--- config.mk ---
export PLATFORM = sky130hd
export DESIGN_NAME = rts_reset_timeout_sequencer
export DESIGN_NICKNAME = d
export VERILOG_FILES = /design/src/rts_pkg.sv /design/src/rts_sync.sv /design/src/rts_delay_cnt.sv /design/src/rts_reset_timeout_sequencer.sv
export VERILOG_INCLUDE_DIRS = /design/src
export SDC_FILE = /design/constraint.sdc
export NUM_CORES = 1
export LEC_CHECK = 0
export BUFFER_PORTS_ARGS = -buffer_cell sky130_fd_sc_hd__buf_2
export CAP_MARGIN = 15
export CORE_MARGIN = 2
export CORE_UTILIZATION = 50
export DETAILED_ROUTE_END_ITERATION = 6
export GPL_TIMING_DRIVEN = 0
export PLACE_DENSITY_LB_ADDON = 0.15
export SYNTH_ARGS = -nofsm -noshare
export SYNTH_HDL_FRONTEND = slang
export SYNTH_HIERARCHICAL = 1
export SYNTH_SLANG_ARGS = --single-unit
--- constraint.sdc ---
create_clock -name clk_i -period 2.6 [get_ports clk_i]
set_input_delay 0.52 -clock clk_i [delete_from_list [all_inputs] [get_ports clk_i]]
set_output_delay 0.52 -clock clk_i [all_outputs]
set_load 0.03 [all_outputs]
--- src/rts_defines.svh ---
// register map, field positions, reset values and timing figures of the reset sequencer
// assumes a 32-bit classic wishbone slave with byte addresses
`ifndef RTS_DEFINES_SVH
`define RTS_DEFINES_SVH

`define RTS_ADR_CAUSE      8'h00
`define RTS_ADR_STATUS     8'h04
`define RTS_ADR_CONFIG     8'h08
`define RTS_ADR_IRQ_STAT   8'h0c
`define RTS_ADR_IRQ_MASK   8'h10
`define RTS_ADR_SEQ        8'h14

`define RTS_CAUSE_BOR_BIT  0
`define RTS_CAUSE_POR_BIT  1
`define RTS_ST_PD_BIT      3
`define RTS_ST_TO_BIT      4
`define RTS_ST_UP_LSB      5
`define RTS_ST_UP_MSB      7
`define RTS_ST_UP_RESET    3'h0
`define RTS_CFG_MODE_LSB   0
`define RTS_CFG_MODE_MSB   1
`define RTS_CFG_POWER_UP_DELAY_TIMER_N_BIT 2
`define RTS_CFG_BODEN_BIT  3
`define RTS_CFG_MODE_RESET 2'h1
`define RTS_CFG_POWER_UP_DELAY_TIMER_RESET 1'b0
`define RTS_CFG_BODEN_RST  1'b1

`define RTS_OSC_LP         2'h0
`define RTS_OSC_XT         2'h1
`define RTS_OSC_HS         2'h2
`define RTS_OSC_RC         2'h3

`define RTS_IRQ_W          4
`define RTS_IRQ_RELEASE    0
`define RTS_IRQ_BROWNOUT   1
`define RTS_IRQ_WDT_RESET  2
`define RTS_IRQ_WAKE       3

`define RTS_CLK_KHZ        100000
`define RTS_POWER_UP_DELAY_TIMER_MS        72
`define RTS_OST_CYCLES     1024
`define RTS_PC_RESET       'h000
`define RTS_PC_VECTOR      'h004

`endif

--- src/rts_pkg.sv ---
// types shared by the reset sequencer modules
// assumes nothing beyond the defines header
package rts_pkg;
  typedef enum logic [2:0] {
    ST_POR,
    ST_BOR,
    ST_POWER_UP_DELAY_TIMER,
    ST_OST,
    ST_RUN,
    ST_SLEEP,
    ST_WAKE
  } rts_state_e;
  typedef logic [1:0] rts_osc_t;
endpackage

--- src/rts_sync.sv ---
// two-flop synchroniser for a level from outside the clock domain
// assumes the level is slow compared with clk_i
`timescale 1ns/1ps
module rts_sync #(
  parameter logic RST_VAL = 1'b0
) (
  input  wire logic clk_i,
  input  wire logic rst_i,
  input  wire logic ce_i,
  input  wire logic d_i,
  output logic      q_o
);
  logic meta_ff;
  logic q_ff;

  // meta_ff feeds q_ff only
  always_ff @(posedge clk_i) begin
    if (rst_i) begin
      meta_ff <= RST_VAL;
      q_ff    <= RST_VAL;
    end else if (ce_i) begin
      meta_ff <= d_i;
      q_ff    <= meta_ff;
    end
  end

  assign q_o = q_ff;
endmodule

--- src/rts_delay_cnt.sv ---
// down counter for the power-up delay and oscillator start-up counts
// assumes start_i is a one-cycle pulse and len_i is at least one
`timescale 1ns/1ps
module rts_delay_cnt #(
  parameter int unsigned CNT_W = 23
) (
  input  wire logic             clk_i,
  input  wire logic             rst_i,
  input  wire logic             ce_i,
  input  wire logic             start_i,
  input  wire logic [CNT_W-1:0] len_i,
  output logic                  busy_o,
  output logic                  done_o
);
  logic [CNT_W-1:0] count_ff;
  logic             done_ff;
  logic [CNT_W-1:0] nxt_count;
  logic             nxt_done;

  // a new start reloads even mid-count
  assign nxt_count = start_i ? len_i : ((count_ff != '0) ? count_ff - 1'b1 : count_ff);
  assign nxt_done  = !start_i && (count_ff == CNT_W'(1));

  always_ff @(posedge clk_i) begin
    if (rst_i) begin
      count_ff <= '0;
      done_ff  <= 1'b0;
    end else if (ce_i) begin
      count_ff <= nxt_count;
      done_ff  <= nxt_done;
    end
  end

  assign busy_o = (count_ff != '0);
  assign done_o = done_ff;
endmodule

--- src/rts_reset_timeout_sequencer.sv ---
// reset time-out sequencer and reset-cause recorder, wishbone register slave
// assumes watchdog, wake and sleep inputs come from logic on clk_i; pin and brown-out inputs are asynchronous
//
// The Wishbone slave port and the register offsets were left to the implementer.
`timescale 1ns/1ps
`include "rts_defines.svh"
module rts_reset_timeout_sequencer
  import rts_pkg::*;
#(
  parameter int unsigned PC_W        = 13,
  parameter int unsigned CNT_W       = 23,
  parameter int unsigned POWER_UP_DELAY_TIMER_CYCLES = `RTS_POWER_UP_DELAY_TIMER_MS * `RTS_CLK_KHZ,
  parameter int unsigned OST_CYCLES  = `RTS_OST_CYCLES
) (
  input  wire logic            clk_i,
  input  wire logic            rst_i,
  input  wire logic            ce_i,
  input  wire logic            wb_cyc_i,
  input  wire logic            wb_stb_i,
  input  wire logic            wb_we_i,
  input  wire logic [7:0]      wb_adr_i,
  input  wire logic [3:0]      wb_sel_i,
  input  wire logic [31:0]     wb_dat_i,
  output logic                 wb_ack_o,
  output logic [31:0]          wb_dat_o,
  input  wire logic            master_clear_pin_n_i,
  input  wire logic            brownout_detect_i,
  input  wire logic            watchdog_timeout_i,
  input  wire logic            irq_wake_i,
  input  wire logic            sleep_i,
  input  wire logic            global_interrupt_enable_i,
  input  wire logic [PC_W-1:0] pc_i,
  output logic                 core_reset_o,
  output logic                 core_stall_o,
  output logic                 pc_load_o,
  output logic [PC_W-1:0]      pc_value_o,
  output logic                 watchdog_timeout_flag_o,
  output logic                 powerdown_flag_o,
  output logic                 irq_o
);

  if (PC_W < 3 || PC_W > 24 || CNT_W > 31 || POWER_UP_DELAY_TIMER_CYCLES < 1 || OST_CYCLES < 1 ||
      64'(POWER_UP_DELAY_TIMER_CYCLES) >= (64'h1 << CNT_W) || 64'(OST_CYCLES) >= (64'h1 << CNT_W)) begin : g_chk
    $error("rts: parameters out of range");
  end

  function automatic logic [PC_W-1:0] pc_step(input logic [PC_W-1:0] pc);
    return pc + 1'b1;
  endfunction

  rts_state_e             state_ff;
  rts_state_e             nxt_state;
  logic                   por_flag_ff;
  logic                   bor_flag_ff;
  logic                   to_ff;
  logic                   pd_ff;
  logic [2:0]             upper_ff;
  rts_osc_t               osc_mode_ff;
  logic                   power_up_delay_timer_en_n_ff;
  logic                   boden_ff;
  logic [`RTS_IRQ_W-1:0]  irq_st_ff;
  logic [`RTS_IRQ_W-1:0]  irq_mask_ff;
  logic                   irq_ff;
  logic                   ack_ff;
  logic [31:0]            dat_ff;
  logic                   core_reset_ff;
  logic                   core_stall_ff;
  logic                   pc_load_ff;
  logic [PC_W-1:0]        pc_value_ff;
  logic                   master_clear_pin_prev_ff;

  logic                   nxt_por;
  logic                   nxt_bor;
  logic                   nxt_to;
  logic                   nxt_pd;
  logic [2:0]             nxt_upper;
  logic                   nxt_pc_load;
  logic [PC_W-1:0]        nxt_pc_value;
  logic                   nxt_core_reset;
  logic [`RTS_IRQ_W-1:0]  nxt_irq_st;
  logic [`RTS_IRQ_W-1:0]  nxt_irq_mask;
  logic [`RTS_IRQ_W-1:0]  irq_ev;
  logic                   start_power_up_delay_timer;
  logic                   start_ost;

  logic                   master_clear_pin_n_s;
  logic                   bor_s;
  logic                   power_up_delay_timer_busy;
  logic                   power_up_delay_timer_done;
  logic                   ost_done;

  rts_sync #(.RST_VAL(1'b1)) u_sync_master_clear_pin (
    .clk_i (clk_i),
    .rst_i (rst_i),
    .ce_i  (ce_i),
    .d_i   (master_clear_pin_n_i),
    .q_o   (master_clear_pin_n_s)
  );

  rts_sync #(.RST_VAL(1'b0)) u_sync_bor (
    .clk_i (clk_i),
    .rst_i (rst_i),
    .ce_i  (ce_i),
    .d_i   (brownout_detect_i),
    .q_o   (bor_s)
  );

  rts_delay_cnt #(.CNT_W(CNT_W)) u_power_up_delay_timer (
    .clk_i   (clk_i),
    .rst_i   (rst_i),
    .ce_i    (ce_i),
    .start_i (start_power_up_delay_timer),
    .len_i   (CNT_W'(POWER_UP_DELAY_TIMER_CYCLES)),
    .busy_o  (power_up_delay_timer_busy),
    .done_o  (power_up_delay_timer_done)
  );

  rts_delay_cnt #(.CNT_W(CNT_W)) u_ost (
    .clk_i   (clk_i),
    .rst_i   (rst_i),
    .ce_i    (ce_i),
    .start_i (start_ost),
    .len_i   (CNT_W'(OST_CYCLES)),
    .busy_o  (),
    .done_o  (ost_done)
  );

  // event decode
  wire master_clear_pin_low   = !master_clear_pin_n_s;
  wire master_clear_pin_fall  = master_clear_pin_low && !master_clear_pin_prev_ff;
  wire crystal    = (osc_mode_ff != `RTS_OSC_RC);
  wire power_up_delay_timer_on    = !power_up_delay_timer_en_n_ff || boden_ff;
  // detector ignored while disabled, so the brownout flag then means nothing
  wire bor_hold   = boden_ff && bor_s;
  wire bor_hit    = bor_hold && (state_ff != ST_BOR);
  wire in_run     = (state_ff == ST_RUN);
  wire in_sleep   = (state_ff == ST_SLEEP);
  wire quiet      = !master_clear_pin_low && !bor_hold;
  wire wdt_rst    = watchdog_timeout_i && in_run && quiet;
  wire wdt_wake   = watchdog_timeout_i && in_sleep && quiet;
  wire irq_wake   = irq_wake_i && in_sleep && quiet && !watchdog_timeout_i;
  wire sleep_go   = sleep_i && in_run && quiet && !watchdog_timeout_i;

  // bus decode
  wire wb_hit     = wb_cyc_i && wb_stb_i && !ack_ff;
  wire wb_wr      = wb_hit && wb_we_i && wb_sel_i[0];
  wire wr_cause   = wb_wr && (wb_adr_i == `RTS_ADR_CAUSE);
  wire wr_status  = wb_wr && (wb_adr_i == `RTS_ADR_STATUS);
  wire wr_config  = wb_wr && (wb_adr_i == `RTS_ADR_CONFIG);
  wire wr_irq_st  = wb_wr && (wb_adr_i == `RTS_ADR_IRQ_STAT);
  wire wr_irq_msk = wb_wr && (wb_adr_i == `RTS_ADR_IRQ_MASK);
  wire [31:0] rd_data =
    (wb_adr_i == `RTS_ADR_CAUSE)    ? {30'h0, por_flag_ff, bor_flag_ff} :
    (wb_adr_i == `RTS_ADR_STATUS)   ? {24'h0, upper_ff, to_ff, pd_ff, 3'h0} :
    (wb_adr_i == `RTS_ADR_CONFIG)   ? {28'h0, boden_ff, power_up_delay_timer_en_n_ff, osc_mode_ff} :
    (wb_adr_i == `RTS_ADR_IRQ_STAT) ? {28'h0, irq_st_ff} :
    (wb_adr_i == `RTS_ADR_IRQ_MASK) ? {28'h0, irq_mask_ff} :
    (wb_adr_i == `RTS_ADR_SEQ)      ? {26'h0, core_stall_ff, core_reset_ff, 1'b0, state_ff} :
                                      32'h0;

  // sequencer
  always_comb begin
    nxt_state  = state_ff;
    start_power_up_delay_timer = 1'b0;
    start_ost  = 1'b0;
    if (bor_hold) begin
      nxt_state = ST_BOR;
    end else begin
      case (state_ff)
        ST_POR: begin
          if (power_up_delay_timer_on) begin
            start_power_up_delay_timer = 1'b1;
            nxt_state  = ST_POWER_UP_DELAY_TIMER;
          end else if (crystal) begin
            start_ost = 1'b1;
            nxt_state = ST_OST;
          end else begin
            nxt_state = ST_RUN;
          end
        end
        ST_BOR: begin
          // timer forced on whenever brown-out detection is on
          start_power_up_delay_timer = 1'b1;
          nxt_state  = ST_POWER_UP_DELAY_TIMER;
        end
        ST_POWER_UP_DELAY_TIMER: begin
          if (power_up_delay_timer_done && crystal) begin
            start_ost = 1'b1;
            nxt_state = ST_OST;
          end else if (power_up_delay_timer_done) begin
            nxt_state = ST_RUN;
          end
        end
        ST_OST: begin
          if (ost_done) begin
            nxt_state = ST_RUN;
          end
        end
        ST_WAKE: begin
          if (ost_done) begin
            nxt_state = ST_RUN;
          end
        end
        ST_RUN: begin
          if (sleep_go) begin
            nxt_state = ST_SLEEP;
          end
        end
        ST_SLEEP: begin
          if (master_clear_pin_fall) begin
            nxt_state = ST_RUN;
          end else if ((wdt_wake || irq_wake) && crystal) begin
            start_ost = 1'b1;
            nxt_state = ST_WAKE;
          end else if (wdt_wake || irq_wake) begin
            nxt_state = ST_RUN;
          end
        end
        default: nxt_state = ST_POR;
      endcase
    end
  end

  // master_clear_pin gates the core without restarting the timers, so a late rise releases at once
  assign nxt_core_reset = master_clear_pin_low || wdt_rst || (nxt_state == ST_POR) || (nxt_state == ST_BOR) ||
                          (nxt_state == ST_POWER_UP_DELAY_TIMER) || (nxt_state == ST_OST);

  // cause and status flags; hardware events override a same-cycle software write
  always_comb begin
    nxt_por      = por_flag_ff;
    nxt_bor      = bor_flag_ff;
    nxt_to       = to_ff;
    nxt_pd       = pd_ff;
    nxt_upper    = upper_ff;
    nxt_pc_load  = 1'b0;
    nxt_pc_value = pc_value_ff;
    if (wr_cause) begin
      nxt_bor = wb_dat_i[`RTS_CAUSE_BOR_BIT];
      nxt_por = wb_dat_i[`RTS_CAUSE_POR_BIT];
    end
    if (wr_status) begin
      nxt_upper = wb_dat_i[`RTS_ST_UP_MSB:`RTS_ST_UP_LSB];
    end
    if (bor_hit) begin
      nxt_bor   = 1'b0;
      nxt_to    = 1'b1;
      nxt_pd    = 1'b1;
      nxt_upper = `RTS_ST_UP_RESET;
    end else if (master_clear_pin_fall) begin
      nxt_upper = `RTS_ST_UP_RESET;
      if (in_sleep) begin
        nxt_to = 1'b1;
        nxt_pd = 1'b0;
      end
    end else if (wdt_rst) begin
      nxt_to    = 1'b0;
      nxt_pd    = 1'b1;
      nxt_upper = `RTS_ST_UP_RESET;
    end else if (wdt_wake) begin
      nxt_to = 1'b0;
      nxt_pd = 1'b0;
    end else if (irq_wake || sleep_go) begin
      nxt_to = 1'b1;
      nxt_pd = 1'b0;
    end
    if (bor_hit || master_clear_pin_fall || wdt_rst || (state_ff == ST_POR)) begin
      nxt_pc_load  = 1'b1;
      nxt_pc_value = PC_W'(`RTS_PC_RESET);
    end else if (wdt_wake) begin
      nxt_pc_load  = 1'b1;
      nxt_pc_value = pc_step(pc_i);
    end else if (irq_wake) begin
      nxt_pc_load  = 1'b1;
      nxt_pc_value = global_interrupt_enable_i ? PC_W'(`RTS_PC_VECTOR) : pc_step(pc_i);
    end
  end

  assign irq_ev[`RTS_IRQ_RELEASE]   = core_reset_ff && !nxt_core_reset;
  assign irq_ev[`RTS_IRQ_BROWNOUT]  = bor_hit;
  assign irq_ev[`RTS_IRQ_WDT_RESET] = wdt_rst;
  assign irq_ev[`RTS_IRQ_WAKE]      = wdt_wake || irq_wake;
  // set wins over a write-one clear in the same cycle
  assign nxt_irq_st   = (irq_st_ff & ~(wr_irq_st ? wb_dat_i[`RTS_IRQ_W-1:0] : '0)) | irq_ev;
  assign nxt_irq_mask = wr_irq_msk ? wb_dat_i[`RTS_IRQ_W-1:0] : irq_mask_ff;

  // reset stands for power-on: flags take their power-on values here
  always_ff @(posedge clk_i) begin
    if (rst_i) begin
      state_ff     <= ST_POR;
      por_flag_ff  <= 1'b0;
      bor_flag_ff  <= 1'b0;
      to_ff        <= 1'b1;
      pd_ff        <= 1'b1;
      upper_ff     <= `RTS_ST_UP_RESET;
      master_clear_pin_prev_ff <= 1'b0;
    end else if (ce_i) begin
      state_ff     <= nxt_state;
      por_flag_ff  <= nxt_por;
      bor_flag_ff  <= nxt_bor;
      to_ff        <= nxt_to;
      pd_ff        <= nxt_pd;
      upper_ff     <= nxt_upper;
      master_clear_pin_prev_ff <= master_clear_pin_low;
    end
  end

  always_ff @(posedge clk_i) begin
    if (rst_i) begin
      osc_mode_ff  <= `RTS_CFG_MODE_RESET;
      power_up_delay_timer_en_n_ff <= `RTS_CFG_POWER_UP_DELAY_TIMER_RESET;
      boden_ff     <= `RTS_CFG_BODEN_RST;
    end else if (ce_i && wr_config) begin
      osc_mode_ff  <= wb_dat_i[`RTS_CFG_MODE_MSB:`RTS_CFG_MODE_LSB];
      power_up_delay_timer_en_n_ff <= wb_dat_i[`RTS_CFG_POWER_UP_DELAY_TIMER_N_BIT];
      boden_ff     <= wb_dat_i[`RTS_CFG_BODEN_BIT];
    end
  end

  always_ff @(posedge clk_i) begin
    if (rst_i) begin
      core_reset_ff <= 1'b1;
      core_stall_ff <= 1'b0;
      pc_load_ff    <= 1'b0;
      pc_value_ff   <= PC_W'(`RTS_PC_RESET);
      irq_st_ff     <= '0;
      irq_mask_ff   <= '0;
      irq_ff        <= 1'b0;
    end else if (ce_i) begin
      core_reset_ff <= nxt_core_reset;
      core_stall_ff <= (nxt_state == ST_WAKE) || (nxt_state == ST_SLEEP);
      pc_load_ff    <= nxt_pc_load;
      pc_value_ff   <= nxt_pc_value;
      irq_st_ff     <= nxt_irq_st;
      irq_mask_ff   <= nxt_irq_mask;
      irq_ff        <= |(nxt_irq_st & nxt_irq_mask);
    end
  end

  // unmapped reads return zero, unmapped writes are acked and dropped
  always_ff @(posedge clk_i) begin
    if (rst_i) begin
      ack_ff <= 1'b0;
      dat_ff <= 32'h0;
    end else if (ce_i) begin
      ack_ff <= wb_hit;
      dat_ff <= (wb_hit && !wb_we_i) ? rd_data : 32'h0;
    end
  end

  assign wb_ack_o                = ack_ff;
  assign wb_dat_o                = dat_ff;
  assign core_reset_o            = core_reset_ff;
  assign core_stall_o            = core_stall_ff;
  assign pc_load_o               = pc_load_ff;
  assign pc_value_o              = pc_value_ff;
  assign watchdog_timeout_flag_o = to_ff;
  assign powerdown_flag_o        = pd_ff;
  assign irq_o                   = irq_ff;
endmodule

# Word-level counts from Yosys, hierarchy flattened

Cells that the tools add are included.

Register bits after elaboration: 125
Input bits: 69
Output and inout bits: 52
Logic and storage cells: 186

Add/subtract/negate cells: 3
Eq/ne operators: 21
Mux-type cells: 59
Bitwise gates (word level): 4
Reductions and logical operators: 72

Operators with widths:

| cell                    | number |
|---|---|
| $mux W23                | 4 |
| $mux W13                | 4 |
| $eq A23 B1 Y1 const B   | 2 |
| $reduce_bool A23 Y1     | 2 |
| $sub A23 B1 Y23 const B | 2 |
| $mux W3                 | 14 |
| $logic_and A1 B1 Y1     | 30 |
| $mux W1                 | 25 |
| $mux W6                 | 4 |
| $mux W8                 | 3 |
| $pmux W3 S6             | 1 |
| $eq A8 B4 Y1 const B    | 2 |
| $eq A8 B5 Y1 const B    | 2 |
| $eq A3 B3 Y1 const B    | 5 |
| $add A13 B1 Y13 const B | 1 |
| $eq A3 B2 Y1 const B    | 4 |
| $logic_or A1 B1 Y1      | 12 |
| $reduce_and A2 Y1       | 6 |
| $logic_not A1 Y1        | 10 |
| $and A4 B4 Y4           | 2 |
| $eq A8 B3 Y1 const B    | 1 |
| $logic_not A8 Y1        | 1 |
| $mux W4                 | 2 |
| $eq A3 B1 Y1 const B    | 2 |
| 14 further kinds        | 18 |

# Depth between registers and ports, before layout

Depth after elaboration: 21
Gate-level depth with buffers: 11
Mapped depth without buffers: 8

# Cells and area by module

Netlist, hierarchy kept.

By module, submodules not included:

| module                             | instances | cells each | area each (µm²) |
|---|---|---|---|
| rts_delay_cnt                      | 2         | 218        | 1,540.2 |
| rts_reset_timeout_sequencer        | 1         | 362        | 2,906.5 |
| rts_sync (u_sync_master_clear_pin) | 1         | 6          | 70.1 |
| rts_sync (u_sync_bor)              | 1         | 6          | 67.6 |

# Least setup slack after synthesis

OpenSTA, ideal clock, no wires.

Kind: register to register
From: register u_sync_master_clear_pin.q_ff, in the netlist u_sync_master_clear_pin/q_o
To: register u_ost.count_ff[18]
Arrival time: 2.666 ns
Setup slack: -0.183 ns
Cell stages (with the launch flop): 12
Clock period less this slack: 2.783 ns
Path through: dfxtp_1 -> clkbuf_1 -> a21bo_2 -> or3_1 -> a221oi_1 -> clkbuf_1 -> nor3_1 -> nand2_1 -> o31a_1 -> buf_2 -> o21ai_0 -> a32o_1

Word-level cells in the longest chain between the ends: 11
Elaborated cells between the ends (all ways): 15
Those cells by class: 5 x mux; 10 x reduce/logical

Ends and longest elaborated chain:

| what                                | line                               | RTL |
|---|---|---|
| from (decl)                         | rts_sync.sv:14                     | `logic q_ff;` |
| from (signal assigned)              | rts_sync.sv:23                     | `q_ff <= meta_ff;` |
| $logic_and A1 B1 Y1                 | rts_reset_timeout_sequencer.sv:138 | `wire quiet = !master_clear_pin_low && !bor_hold;` |
| $logic_and A1 B1 Y1 (2 in series)   | rts_reset_timeout_sequencer.sv:141 | `wire irq_wake = irq_wake_i && in_sleep && quiet && !watchdog_timeout_i;` |
| $logic_or A1 B1 Y1                  | rts_reset_timeout_sequencer.sv:212 | `end else if ((wdt_wake \|\| irq_wake) && crystal) begin` |
| $logic_and A1 B1 Y1                 | rts_reset_timeout_sequencer.sv:212 |  |
| $mux W1                             | rts_reset_timeout_sequencer.sv:212 |  |
| $mux W1 *                           | rts_reset_timeout_sequencer.sv:210 | `if (master_clear_pin_fall) begin` |
| $pmux W1 S3 *                       | rts_reset_timeout_sequencer.sv:169 | `case (state_ff)` |
| $mux W1 *                           | rts_reset_timeout_sequencer.sv:166 | `if (bor_hold) begin` |
| via start_ost                       | rts_reset_timeout_sequencer.sv:84  | `logic start_ost;` |
| $reduce_bool A2 Y1 (no source line) | n/a                                |  |
| $reduce_and A2 Y1 (no source line)  | n/a                                |  |
| to (signal assigned)                | rts_delay_cnt.sv:29                | `count_ff <= nxt_count;` |
| to (decl)                           | rts_delay_cnt.sv:15                | `logic [CNT_W-1:0] count_ff;` |

The timed path passes the listed nets; every way through them passes the cells marked *.
A chain may end at the register's enable or synchronous reset.

# Worst setup path after layout

From: register u_ost.count_ff[9]
To: register u_ost.count_ff[20]

Word-level cells in the longest chain between the ends: 3
Elaborated cells between the ends (all ways): 6
Those cells by class: 1 x add/sub; 2 x mux; 3 x reduce/logical

Ends and longest elaborated chain:

| what |
|---|
| $sub A23 B1 Y23 / $reduce_bool A23 Y1 (equally long branches) |
| $mux W23 / $reduce_bool A2 Y1 (equally long branches) |
| $mux W23 / $reduce_and A2 Y1 (equally long branches) |

Several ways; a longest one is shown, not always the timed one. The select of a mux whose other input is x is not followed.

==> impl_results.md <==
* Placed instance area at slightly below 7000 µm²
* Endpoints failing setup at 0
* Mean routed wirelength per cell at 15.8 µm
* Slew headroom at between 40% and 50%
* Core Util, Final at a little over three fifths
* Worst Clk Skew at ~0.0073 ns
* RSZ-0062 raised after global routing: yes
* Clk slew on worst S/H paths at ~0.070 ns
* Final-report hold violation count at 0
* Vias in the first global route at 5771
* Global Route Usage Sum at 26.6%
* First-pass GRT wire length at between 20000 and 30000 µm
* Synth Cell Area at about 6000 µm²
* # DRC at 0
* Kind of critical path: reg2reg
* Max Cap Viol at 0
* Largest net degree at the start of global routing at 18
* Fillers at roughly 1100
* Delay of the slowest critical-path stage at roughly 0.57 ns
* Worst setup SP type: flop
* Fmax at just under 400 MHz
* Max-slew violations at 0
* Row count at 40
* H-tree levels at 3
* Synth warnings at 6
* CP Cell Sequence: or4_1, buf_2, or4_4, or3_4, o311ai_1, a21oi_1
* Vias per cell at ~5.8
* Fin crit share at between 90 and 100%
* Drt first-iter violations at 679
* Clock Latency Late Sink at between 0.3 and 0.4 ns
* Leak at just over 3 nW
* WL final at approximately 18000 µm
* Worst Path Arrival at between 2 and 3 ns
* Number of port buffers at roughly 70
* Status: finished, final reports clean
* Post-route cell area at around 7500 µm²
* Chip height at approximately 110 µm
* TritonCTS Buffers at 9
* Sink Count at 101
* Clock Tree Buf Depth at 2
* Routability congestion estimate from global placement at a little over 0.9
* Setup crit end kind: flop
* Cells after Synth at 808
* CTS tree: done
* Power Density at 715 nW/µm²
* Cts hold-fix bufs at 0
* Area Overhead vs Synth at 22.9%
* Drt first pass iters at 6
* IR drop worst, VDD at between 0.6 and 0.7 mV
* GRT Residual Overflow at 0
* Vias at 6489
* Hold Crit Class: in2reg
* Post-Syn Area per Cell at about 7.6 µm²
* Worst Tran Pin Value at roughly 0.78 ns
* Crit path required time at about 2.8 ns
* CP Max Fanout at 8
* # diodes at 0
* Layout cell share with drive strength beyond 1 at roughly a fifth
* Root Driver: clkbuf_16
* Delay-heaviest family, CP: simple AND/OR/NAND/NOR gates
* Initial antenna violation count at 0
* Max stage delay cell, worst path: or4_4
* DP HPWL at between 10000 and 15000 µm
* Die span in x at around 110 µm
* CP Buf/Inv Count at 1
* Io pins at approximately 120
* Core area at ~12000 µm²
* Starting Density at between 50 and 60%
* Antenna violation net count after detailed routing at 0
* Tmin final at 2.55 ns
* Die ar. at 13100 µm²
* Final nets at 1046
==> layer usage <==
layer | track usage, % | wire (µm)
met3 | 5.29 | 1300
met4 | 8.54 | 369
met5 | 0 | 0
met2 | 43.0 | 8350
met1 | 35.7 | 7700
==> cell type report <==
| cell class | count | area [µm²] | share of cell area (%) |
|---|---|---|---|
| well taps | 147 | 184 | 2.45 |
| clock inverters | 5 | 106 | 1.42 |
| multi-input cells | 675 | 3950 | 52.5 |
| flip-flops and latches | 101 | 2030 | 27.0 |
| plain buffers | 69 | 423 | 5.63 |
| clock buffers | 11 | 243 | 3.23 |
| inverters | 29 | 109 | 1.45 |
| repair buffers | 87 | 480 | 6.39 |
==> repair_timing <==
action                                  4_1_cts  5_1_grt
hold endpoints to repair                      0        0
pin swaps                                     2        7
resized for setup                            19       29
cloned                                        0        1
endpoints found under the setup margin       45       44
buffers inserted                              8       10
==> stage by stage <==
| stage | worst slack, ns | power [mW] | instances | hold WS, ns | setup TNS (ns) |
|---|---|---|---|---|---|
| after detailed placement | -0.570 | 3.57 | 1091 | 0.444 | -20.64 |
| after global placement | -0.560 | 3.56 | 1091 | 0.438 | -20.44 |
| final | 0.0481 | 5.38 | 1124 | 0.385 | 0 |
| after CTS | 0.00508 | 5.25 | 1113 | 0.376 | 0 |
| after floorplan | 0.0597 | 3.15 | 876 | 0.427 | 0 |
| after global routing | -0.0783 | 5.65 | 1124 | 0.389 | -0.237 |
==> cells in the final DEF, fill, tap and decap left out, types with 6 or more instances in the layout <==
master / n
nor4_1: 12
o2bb2ai_1: 10
nor2_1: 74
buf_4: 47
clkbuf_2: 7
or2_2: 8
o21ai_0: 41
nand2_1: 102
mux2i_1: 14
or4_1: 9
clkbuf_16: 9
conb_1: 70
o21ai_1: 18
nand3_1: 28
o41ai_1: 7
o22ai_1: 6
o31ai_1: 8
xor2_1: 6
a22o_1: 6
inv_1: 28
a31oi_1: 8
nor3_1: 18
a211oi_1: 11
a21oi_1: 78
and2_1: 6
clkbuf_1: 22
a22oi_1: 11
o21a_1: 8
dfxtp_1: 98
buf_2: 73
or3_1: 9
and3_1: 7
==> worst reg2reg max path, stage by stage (launching register included) <==
cell      delay [ns]
dfxtp_1         0.33
or4_1           0.50
buf_2           0.18
or4_4           0.57
or3_4           0.41
o311ai_1        0.31
a21oi_1         0.12
==> flip-flops by register name, indices dropped and copies added, names as in the netlist, 2 cells and up <==
register                         cells
irq_mask_ff                          4
irq_st_ff                            4
osc_mode_ff                          2
pc_value_o                          13
state_ff                             3
u_ost/count_ff                      23
u_power_up_delay_timer/count_ff     23
upper_ff                             3
wb_dat_o                             8
==> where the power goes <==
part           internal (mW)  leakage (nW)  switching [mW]
clock                  0.971         0.166           0.604
combinational          0.806          2.12            1.19
sequential              1.68         0.823           0.132
total                   3.45          3.11            1.92
==> final timing paths <==
kind | start | to | slack (ns) | depth (start not counted)
min reg2reg | pc_value_o[4]$_SDFFE_PP0P_ | pc_value_o[4]$_SDFFE_PP0P_ | 0.46 | 1
max | u_ost/count_ff[9]$_SDFFE_PP0P_ | u_ost/count_ff[20]$_SDFFE_PP0P_ | 0.05 | 6
max reg2reg | u_ost/count_ff[9]$_SDFFE_PP0P_ | u_ost/count_ff[20]$_SDFFE_PP0P_ | 0.05 | 6
min | pc_i[0] | pc_value_o[0]$_SDFFE_PP0P_ | 0.39 | 2
No activity file was read; power rests on OpenSTA's default activity.
